**src/verilog/serial_slave_regs.vh**
```
/*
   Register map, field positions, reset values and handler codes of the
   clocked serial slave. Assumes it is included by bare name from verilog/.
*/
`ifndef SERIAL_SLAVE_REGS_VH
`define SERIAL_SLAVE_REGS_VH

// ==========================================================
// Register offsets (byte addresses)
`define REG_CTRL 8'h00
`define REG_COUNT 8'h04
`define REG_STATUS 8'h08
`define REG_SINGLE_RX 8'h0c
`define REG_TXDATA 8'h10
`define REG_BUFIDX 8'h14
`define REG_BUFDATA 8'h18

// ==========================================================
// Fields
`define CTRL_STREAM 0
`define CTRL_BUSY_RELEASE 1
`define ST_SELECTED 0
`define ST_BUSY 1
`define ST_EVT_AT_END 2
`define ST_HANDLER_LSB 4
`define ST_HANDLER_MSB 7

// ==========================================================
// Handler selector codes, one-hot
`define H_BUF_EMPTY 4'h1
`define H_XFER_END 4'h2
`define H_STREAM_RX 4'h4
`define H_LAST_RX 4'h8

// ==========================================================
// Reset values and character size
`define RST_TXDATA 8'hff
`define RST_COUNT 8'h00
`define CHAR_BITS 4'h8

`endif

```
**src/verilog/clocked_serial_slave_busy_handshake.v**
```verilog
/*
   Slave end of a clocked serial channel selected by an active-low select
   line, with a BUSY handshake pin and an APB register port.
   Assumes select, serial clock and serial data in are asynchronous pins,
   sampled on clk (10 MHz); the serial clock is far slower than clk.
*/
// Added by the designer: the register addresses and the APB slave port.
// Overview of operation
// - A select edge that reads low marks the device selected and starts the channel.
// - A select edge that reads high marks the device deselected and stops the channel.
// - On a single-character buffer-empty event BUSY goes high, timing moves to end of transfer.
// - On single transfer end the byte is held, timing returns to buffer empty, handler too.
// - In continuous reception each receive-end event writes the byte at the current position.
// - When the remaining count is one the last-data handler is chosen for the next event.
// - BUSY goes high as the final character of continuous reception begins.
// - Characters are eight bits, most significant first, clock type 1.
// - Both edges of the select input raise a select event.
// - Deselection releases the data output, pulses BUSY then releases it, stops, and clears count, handler and timing.
`timescale 1ns/100ps
`default_nettype none
`include "serial_slave_regs.vh"

module clocked_serial_slave_busy_handshake
#(
   parameter ADDR_W = 4
)
(
   input wire clk,
   input wire reset,
   input wire psel,
   input wire penable,
   input wire pwrite,
   input wire [7:0] paddr,
   input wire [31:0] pwdata,
   output reg [31:0] prdata,
   output wire pready,
   output wire pslverr,
   input wire selectInputN,
   input wire serialClk,
   input wire serialDataIn,
   output wire serialDataOutput,
   output reg serialDataOeN,
   output reg busyOut,
   output reg busyOeN
);

   // ==========================================================
   // Pin synchronisers
   reg [2:0] selSync_q;
   reg [2:0] clkSync_q;
   reg [1:0] dinSync_q;

   always @(posedge clk)
   begin
      if (reset)
      begin
         selSync_q <= 3'h7;
         clkSync_q <= 3'h7;
         dinSync_q <= 2'h0;
      end
      else
      begin
         selSync_q <= {selSync_q[1:0], selectInputN};
         clkSync_q <= {clkSync_q[1:0], serialClk};
         dinSync_q <= {dinSync_q[0], serialDataIn};
      end
   end

   wire selLevel = selSync_q[1];
   wire selectEdgeEvent = selSync_q[1] ^ selSync_q[2];
   wire sclkRise = clkSync_q[1] & ~clkSync_q[2];
   wire sclkFall = ~clkSync_q[1] & clkSync_q[2];

   // ==========================================================
   // State
   reg running_q;
   reg streamMode_q;
   reg eventAtEnd_q;
   reg [3:0] handlerSelector_q;
   reg [7:0] remainingCount_q;
   reg [7:0] singleRxByte_q;
   reg [7:0] txData_q;
   reg [7:0] txShift_q;
   reg [7:0] rxShift_q;
   reg [3:0] bitCnt_q;
   reg [ADDR_W-1:0] wrPos_q;
   reg [ADDR_W-1:0] bufIdx_q;
   reg lastArmed_q;
   reg releasePend_q;

   wire [7:0] rxNext = {rxShift_q[6:0], dinSync_q[1]};
   wire charStart = running_q & sclkFall & (bitCnt_q == 4'h0);
   wire charEnd = running_q & sclkRise & (bitCnt_q == `CHAR_BITS - 4'h1);
   wire channelEvent = eventAtEnd_q ? charEnd : charStart;
   wire memWr = channelEvent & streamMode_q &
      ((handlerSelector_q == `H_STREAM_RX) | (handlerSelector_q == `H_LAST_RX));
   wire [7:0] bufData;

   wire apbWrite = psel & penable & pwrite;
   wire wrCtrl = apbWrite & (paddr == `REG_CTRL);

   function mapped;
      input [7:0] a;
      begin
         mapped = (a == `REG_CTRL) | (a == `REG_COUNT) | (a == `REG_STATUS) |
            (a == `REG_SINGLE_RX) | (a == `REG_TXDATA) | (a == `REG_BUFIDX) |
            (a == `REG_BUFDATA);
      end
   endfunction

   // ==========================================================
   // Shift engine
   always @(posedge clk)
   begin
      if (reset | ~running_q)
      begin
         bitCnt_q <= 4'h0;
         txShift_q <= 8'h00;
         rxShift_q <= 8'h00;
      end
      else
      begin
         // Type 1: out on falling, in on rising, MSB first
         if (sclkFall)
         begin
            txShift_q <= (bitCnt_q == 4'h0) ? txData_q : {txShift_q[6:0], 1'b0};
         end
         if (sclkRise)
         begin
            rxShift_q <= rxNext;
            bitCnt_q <= charEnd ? 4'h0 : bitCnt_q + 4'h1;
         end
      end
   end

   assign serialDataOutput = txShift_q[7];

   // ==========================================================
   // Selection and event dispatch
   always @(posedge clk)
   begin
      if (reset)
      begin
         running_q <= 1'b0;
         eventAtEnd_q <= 1'b0;
         handlerSelector_q <= `H_BUF_EMPTY;
         remainingCount_q <= `RST_COUNT;
         singleRxByte_q <= 8'h00;
         wrPos_q <= {ADDR_W{1'b0}};
         lastArmed_q <= 1'b0;
         releasePend_q <= 1'b0;
         busyOut <= 1'b0;
         busyOeN <= 1'b1;
         serialDataOeN <= 1'b1;
      end
      else if (selectEdgeEvent & ~selLevel)
      begin
         // Stream mode starts straight on receive-end timing
         running_q <= 1'b1;
         serialDataOeN <= 1'b0;
         busyOut <= 1'b0;
         busyOeN <= 1'b0;
         wrPos_q <= {ADDR_W{1'b0}};
         eventAtEnd_q <= streamMode_q;
         lastArmed_q <= streamMode_q & (remainingCount_q == 8'h01);
         if (~streamMode_q)
            handlerSelector_q <= `H_BUF_EMPTY;
         else if (remainingCount_q == 8'h01)
            handlerSelector_q <= `H_LAST_RX;
         else
            handlerSelector_q <= `H_STREAM_RX;
      end
      else if (selectEdgeEvent & selLevel)
      begin
         running_q <= 1'b0;
         busyOut <= 1'b1;
         releasePend_q <= 1'b1;
         serialDataOeN <= 1'b1;
         eventAtEnd_q <= 1'b0;
         handlerSelector_q <= `H_BUF_EMPTY;
         remainingCount_q <= 8'h00;
         lastArmed_q <= 1'b0;
      end
      else
      begin
         if (releasePend_q)
         begin
            // BUSY was shown high for one cycle before the pin is let go
            busyOeN <= 1'b1;
            busyOut <= 1'b0;
            releasePend_q <= 1'b0;
         end
         if (wrCtrl & pwdata[`CTRL_BUSY_RELEASE] & running_q)
            busyOut <= 1'b0;
         if (apbWrite & (paddr == `REG_COUNT) & ~running_q)
            remainingCount_q <= pwdata[7:0];
         if (charStart & lastArmed_q)
         begin
            busyOut <= 1'b1;
            lastArmed_q <= 1'b0;
         end
         if (channelEvent)
         begin
            case (handlerSelector_q)
               `H_BUF_EMPTY:
               begin
                  busyOut <= 1'b1;
                  eventAtEnd_q <= 1'b1;
                  handlerSelector_q <= `H_XFER_END;
               end
               `H_XFER_END:
               begin
                  singleRxByte_q <= rxNext;
                  eventAtEnd_q <= 1'b0;
                  handlerSelector_q <= `H_BUF_EMPTY;
               end
               `H_STREAM_RX:
               begin
                  wrPos_q <= wrPos_q + {{(ADDR_W-1){1'b0}}, 1'b1};
                  remainingCount_q <= remainingCount_q - 8'h01;
                  if (remainingCount_q == 8'h02)
                  begin
                     handlerSelector_q <= `H_LAST_RX;
                     lastArmed_q <= 1'b1;
                  end
               end
               `H_LAST_RX:
               begin
                  wrPos_q <= wrPos_q + {{(ADDR_W-1){1'b0}}, 1'b1};
                  remainingCount_q <= 8'h00;
               end
               default:
               begin
                  handlerSelector_q <= `H_BUF_EMPTY;
               end
            endcase
         end
      end
   end

   rx_buffer_mem #(.WIDTH(8), .ADDR_W(ADDR_W)) buffer
   (
      .clk(clk),
      .wrEn(memWr),
      .wrAddr(wrPos_q),
      .wrData(rxNext),
      .rdAddr(bufIdx_q),
      .rdData(bufData)
   );

   // ==========================================================
   // APB slave: read data captured in setup, zero wait states
   always @(posedge clk)
   begin
      if (reset)
      begin
         streamMode_q <= 1'b0;
         txData_q <= `RST_TXDATA;
         bufIdx_q <= {ADDR_W{1'b0}};
         prdata <= 32'h00000000;
      end
      else
      begin
         // Mode is frozen while selected so a frame keeps one meaning
         if (wrCtrl & ~running_q)
            streamMode_q <= pwdata[`CTRL_STREAM];
         if (apbWrite & (paddr == `REG_TXDATA))
            txData_q <= pwdata[7:0];
         if (apbWrite & (paddr == `REG_BUFIDX))
            bufIdx_q <= pwdata[ADDR_W-1:0];
         if (psel & ~penable)
         begin
            case (paddr)
               `REG_CTRL: prdata <= {31'h00000000, streamMode_q};
               `REG_COUNT: prdata <= {24'h000000, remainingCount_q};
               `REG_STATUS: prdata <= {24'h000000, handlerSelector_q, 1'b0,
                  eventAtEnd_q, busyOut, running_q};
               `REG_SINGLE_RX: prdata <= {24'h000000, singleRxByte_q};
               `REG_TXDATA: prdata <= {24'h000000, txData_q};
               `REG_BUFIDX: prdata <= {{(32-ADDR_W){1'b0}}, bufIdx_q};
               `REG_BUFDATA: prdata <= {24'h000000, bufData};
               default: prdata <= 32'h00000000;
            endcase
         end
      end
   end

   assign pready = psel & penable;
   assign pslverr = psel & penable & ~mapped(paddr);

endmodule

`default_nettype wire

```
**src/verilog/rx_buffer_mem.v**
```verilog
/*
   Destination buffer for continuous reception: one write port, one read
   port whose data come out of a register. Single clock domain.
*/
`timescale 1ns/100ps
`default_nettype none

module rx_buffer_mem
#(
   parameter WIDTH = 8,
   parameter ADDR_W = 4
)
(
   input wire clk,
   input wire wrEn,
   input wire [ADDR_W-1:0] wrAddr,
   input wire [WIDTH-1:0] wrData,
   input wire [ADDR_W-1:0] rdAddr,
   output reg [WIDTH-1:0] rdData
);

   reg [WIDTH-1:0] mem [0:(1<<ADDR_W)-1];

   always @(posedge clk)
   begin
      if (wrEn)
      begin
         mem[wrAddr] <= wrData;
      end
      rdData <= mem[rdAddr];
   end

endmodule

`default_nettype wire

```
**config.mk**
```make
export PLATFORM = sky130hd
export DESIGN_NAME = clocked_serial_slave_busy_handshake
export DESIGN_NICKNAME = d
export VERILOG_FILES = /design/src/verilog/clocked_serial_slave_busy_handshake.v /design/src/verilog/rx_buffer_mem.v
export VERILOG_INCLUDE_DIRS = /design/src /design/src/verilog
export SDC_FILE = /design/constraint.sdc
export NUM_CORES = 1
export LEC_CHECK = 0
export BUFFER_PORTS_ARGS = -buffer_cell sky130_fd_sc_hd__buf_2
export CAP_MARGIN = 25
export CORE_MARGIN = 1
export CORE_UTILIZATION = 56
export DETAILED_ROUTE_END_ITERATION = 16
export PLACE_DENSITY = 0.78
export SYNTH_ARGS = -nofsm -noshare
export SYNTH_HDL_FRONTEND = slang
export SYNTH_SLANG_ARGS = --single-unit
```
**constraint.sdc**
```tcl
create_clock -name clk -period 8.77 [get_ports clk]
set_clock_uncertainty 0.15 [all_clocks]
set_input_delay 1.3155 -clock clk [delete_from_list [all_inputs] [get_ports clk]]
set_output_delay 1.3155 -clock clk [all_outputs]
set_load 0.005 [all_outputs]
```
==> results <==
- The run finished with clean final reports.
- The highest cell delay on the worst timing path is 550 ps.
- The signal arrival time at the worst endpoint is 2320 ps.
- The die covers 17200 um2.
- The final worst setup slack is 4980 ps.
- The initialized floorplan defines 46 standard-cell rows.
- Sorting the synthesized cells by area gives the leading types as sky130_fd_sc_hd__edfxtp_1 (41%), sky130_fd_sc_hd__dfxtp_1 (19%), sky130_fd_sc_hd__mux4_2 (9.6%), sky130_fd_sc_hd__mux2i_1 (3.1%), sky130_fd_sc_hd__nor2_1 (2.3%).
- The TritonCTS clock tree is yes.
- The clock latency of the later-clocked register in the worst-skew pair is 530 ps.
- Summed over all cells, the static leakage comes to 3.67 nW.
- After detailed routing, the total wire length is 22700 um.
- The share of post-route cells with drive strength above 1 is 19.4%.
- The final net count is 803.
- The clock network burns 45.9% of the power.
- The final antenna-violating net count is 0.
- After synthesis the netlist holds a flip-flop and latch count of 215.
- The number of global-route vias before repair is 6042.
- The horizontal die dimension is 131 um.
- The instance count of the mapped netlist is 711.
- The number of placed instances, taps included, is 934.
- Among the stages of the critical path, the cell type that occurs most often is sky130_fd_sc_hd__buf_2.
- At the placement stage, the worst setup path has a slack of 4990 ps.
- Traced cell by cell, the critical path runs through buf_2, nor3_1, a31oi_1, buf_2.
- The worst hold path belongs to the class register to register.
- The met3 demand-to-capacity share in global routing is 5.56%.
- Setup repair after global routing left no endpoint under its margin.
- The data required time at the worst endpoint is 7300 ps.
- The average instance in the mapped netlist occupies 13.1 um2.
- The congestion estimate from routability-driven global placement came to 0.880.
- For the pin with the worst max-slew slack, the measured transition is 938 ps.
- The number of cells upsized or downsized after cts is 0.
- The hold violation total from the final report is 0.
- The internal power of the cells totals 0.00162 W.
- The instance area after placement is 9620 um2.
- The estimated wirelength of the detail-placed design is 14600 um.
- The per-cell routed wire length is 23.2 um.
- The synthesized design contains 128 enable-type register cells.
- Counting the buffers created by CTS gives 23.
- The initial antenna violation count is 0.
- The initial utilization of the core area, before any placement, comes to 58.2%.
- Port buffering added 37 buffers.
- The worst setup path category is primary input to primary output.
- Among all flip-flop cells after synthesis, the most frequent one is sky130_fd_sc_hd__edfxtp_1.
- For this run, the share of the core covered by cells in the final layout is 64.6%.
- The met1 usage is 36.1%.
- The busiest layer in global routing is met2.
- Global routing finished with a remaining overflow of 0.
- The count of TritonRoute iterations in the first routing pass is 7.
- The post-route cell area is 10400 um2.
- The first global-routing pass estimated 35400 um of wire.
- Entering global routing, the biggest net connects 58 pins.
- The number of setup buffers added after CTS is 0.
- The share of the clock period used by the worst path after layout is 43.2%.
- The power per cell area is 199 nW/um2.
- CTS built an H-tree with a depth of 1.
- The worst setup path is launched from a primary input.
- The time the worst path needs with I/O delays and setup is 3790 ps.
- The number of different library cells used by synthesis comes to 64.
- After detailed routing, the number of vias per cell comes to 6.36.
- The area of the core is 16100 um2.
- The largest driver fanout on the critical path is 5.
- For this design, the CTS-stage hold fixing added 0 buffers.
- In this run the tightest slew margin relative to its limit is 37.5%.
- Setup violations remaining at the end of the flow were counted as 0.
- The share of the synthesized area in the top cell type is 41.1%.
- The post-synthesis instance area is 9340 um2.
- No sink is reached through more buffers than the 3 on the longest clock path.
- The total negative slack is 0 ps.
- The sequential group share of total power is 51.8%.
- After clock tree synthesis, the clock-pin slew on the worst setup and hold paths is 60 ps.
- The async set-reset flop share out of synthesis is 0%.
- Global routing used 26.8% of the available tracks across all layers.
- The root buffer cell is sky130_fd_sc_hd__clkbuf_16.
- The slowest cell on the critical path is sky130_fd_sc_hd__nor3_1.
- The final non-filler cell total is 977.
- The detailed router's first-iteration violation count is 639.
- Of the total power, combinational logic draws 2.3%.
- Net switching is 21.3% of the power.
- The vertical die dimension is 131 um.
- The number of top-level pins is 86.
- After synthesis, flip-flops and latches occupy 59.8% of the total area.
- The endpoint class of the critical path is a primary output.
- The count of antenna diodes in the layout is 0.
- From synthesis to final layout, the design area changed by 11.0%.
- After detailed routing, the number of remaining DRC violations is 0.
- The cell accounting for the most synthesized area is sky130_fd_sc_hd__edfxtp_1.
- The switching power of the nets is 0.000440 W.
- The number of pins with negative max-slew slack in the final report is 0.
- During synthesis, Yosys emitted a total of 0 warnings.
- Counting every sink on the clock net gives 215.
- For this run, the top clock speed supported by timing is 0.264 GHz.
- For this run, global-route usage on met2 was measured as 43.2%.
- The via count of the routed design is 6209.
- VDD sags by at most 0.184 mV.
- Max-cap violations in this run came to 0.
layout make-up:
cell class / count / area, um2
timing repair buffer: 54 / 305
tap: 216 / 270
clock buffer: 24 / 579
sequential: 215 / 5590
clock inverter: 18 / 159
fill: 1122 / 5690
inverter: 24 / 90.1
multi-input combinational: 426 / 3380
Yosys cell counts (2+ instances only):
master,number
sky130_fd_sc_hd__a22o_1,7
sky130_fd_sc_hd__mux2i_1,29
sky130_fd_sc_hd__nand2_1,52
sky130_fd_sc_hd__o21ai_0,7
sky130_fd_sc_hd__nor2b_1,6
sky130_fd_sc_hd__clkbuf_1,29
sky130_fd_sc_hd__and3_1,3
sky130_fd_sc_hd__a211oi_1,5
sky130_fd_sc_hd__buf_4,27
sky130_fd_sc_hd__o41ai_1,2
sky130_fd_sc_hd__nor3b_1,13
sky130_fd_sc_hd__nor4_1,4
sky130_fd_sc_hd__a211o_1,14
sky130_fd_sc_hd__and3b_1,3
sky130_fd_sc_hd__ha_1,11
sky130_fd_sc_hd__buf_2,8
sky130_fd_sc_hd__a22oi_1,3
sky130_fd_sc_hd__o2bb2ai_1,3
sky130_fd_sc_hd__or2_2,7
sky130_fd_sc_hd__a221oi_1,6
sky130_fd_sc_hd__nor3_1,19
sky130_fd_sc_hd__a21o_1,7
sky130_fd_sc_hd__inv_1,24
sky130_fd_sc_hd__a221o_1,5
sky130_fd_sc_hd__a31oi_1,2
sky130_fd_sc_hd__xnor2_1,9
sky130_fd_sc_hd__a32oi_1,5
sky130_fd_sc_hd__nand4_1,3
sky130_fd_sc_hd__nor4b_1,2
sky130_fd_sc_hd__nand3_1,13
sky130_fd_sc_hd__nand2b_1,7
sky130_fd_sc_hd__o22ai_1,2
sky130_fd_sc_hd__edfxtp_1,128
sky130_fd_sc_hd__a311oi_1,9
sky130_fd_sc_hd__buf_1,4
sky130_fd_sc_hd__mux4_2,40
sky130_fd_sc_hd__or3_1,6
sky130_fd_sc_hd__dfxtp_1,87
sky130_fd_sc_hd__o31a_1,2
sky130_fd_sc_hd__nor2_1,58
sky130_fd_sc_hd__a21oi_1,15
sky130_fd_sc_hd__o211ai_1,3
cells by family after synthesis:
family	count (synthesis)	share of synthesized area, %
flip-flops	215	59.8
AND/OR/NAND/NOR	206	11.2
AO/OA/AOI/OAI	106	8.76
buffers and inverters	93	5.01
multiplexers	70	12.9
adder cells (fa/ha/maj)	11	1.47
XOR/XNOR	9	0.844
other	1	0.0401
path summary, 6_finish.rpt:
path                startpoint               end  slack [ps]  cells past startpoint
hold reg to reg   selSync_q[0]      selSync_q[1]         260                      1
setup reg to reg   bitCnt_q[0]  buffer.mem[3][0]        5500                      9
setup / recovery      paddr[5]           pslverr        4980                      4
hold / removal    selSync_q[0]      selSync_q[1]         260                      1
placed cells by master, fill, tap and decap left out, types with 4 or more instances in the layout:
| cell type | count |
|---|---|
| sky130_fd_sc_hd__o21ai_0 | 7 |
| sky130_fd_sc_hd__xnor2_1 | 9 |
| sky130_fd_sc_hd__a221oi_1 | 6 |
| sky130_fd_sc_hd__a21oi_1 | 15 |
| sky130_fd_sc_hd__edfxtp_1 | 128 |
| sky130_fd_sc_hd__dfxtp_1 | 85 |
| sky130_fd_sc_hd__a211o_1 | 14 |
| sky130_fd_sc_hd__mux4_2 | 40 |
| sky130_fd_sc_hd__nand2_1 | 52 |
| sky130_fd_sc_hd__nor2_1 | 58 |
| sky130_fd_sc_hd__nand2b_1 | 7 |
| sky130_fd_sc_hd__clkinv_2 | 9 |
| sky130_fd_sc_hd__or2_2 | 7 |
| sky130_fd_sc_hd__nor3b_1 | 13 |
| sky130_fd_sc_hd__a311oi_1 | 9 |
| sky130_fd_sc_hd__nand3_1 | 13 |
| sky130_fd_sc_hd__a22o_1 | 7 |
| sky130_fd_sc_hd__inv_1 | 24 |
| sky130_fd_sc_hd__a211oi_1 | 5 |
| sky130_fd_sc_hd__nor4_1 | 4 |
| sky130_fd_sc_hd__a32oi_1 | 5 |
| sky130_fd_sc_hd__a21o_1 | 7 |
| sky130_fd_sc_hd__nor3_1 | 19 |
| sky130_fd_sc_hd__ha_1 | 11 |
| sky130_fd_sc_hd__mux2i_1 | 29 |
| sky130_fd_sc_hd__nor2b_1 | 6 |
| sky130_fd_sc_hd__a221o_1 | 5 |
| sky130_fd_sc_hd__or3_1 | 6 |
| sky130_fd_sc_hd__clkbuf_16 | 23 |
| sky130_fd_sc_hd__buf_4 | 14 |
| sky130_fd_sc_hd__buf_2 | 40 |
| sky130_fd_sc_hd__conb_1 | 24 |
stage by stage:
step	hold slack [ps]	power, W
2_1_floorplan	239	0.00113
3_3_place_gp	242	0.00113
3_5_place_dp	248	0.00114
4_1_cts	264	0.00207
5_1_grt	268	0.00212
6_report	261	0.00206
power by group through the flow:
stage / Clock (W) / Sequential [W] / Combinational, W
after floorplan: 0 / 0.00109 / 0.0000396
after global placement: 0 / 0.00109 / 0.0000443
after detailed placement: 0 / 0.00109 / 0.0000456
after CTS: 0.000955 / 0.00107 / 0.0000461
after global routing: 0.000996 / 0.00107 / 0.0000520
final: 0.000948 / 0.00107 / 0.0000473
routing by layer:
layer	up-vias	part of all wire [%]	wire (um)
li1	2707	-	-
met1	3093	40	9020
met2	349	48	10800
met3	60	9.3	2110
met4	0	3.2	718
met5	-	0	0
sequential cells by signal, summed over array words and instances (netlist names), 4 cells and up:
| register | flops |
|---|---|
| bitCnt_q | 4 |
| bufIdx_q | 4 |
| buffer.mem | 128 |
| buffer.rdData | 8 |
| handlerSelector_q | 4 |
| prdata | 8 |
| remainingCount_q | 8 |
| rxShift_q | 7 |
| singleRxByte_q | 8 |
| txData_q | 8 |
| txShift_q | 8 |
| wrPos_q | 4 |
critical path: cells and delay by family:
family	cells	cell delay [ps]
AND/OR/NAND/NOR	1	550
buffers and inverters	2	280
AO/OA/AOI/OAI	1	180
No activity file was read; power rests on OpenSTA's default activity.
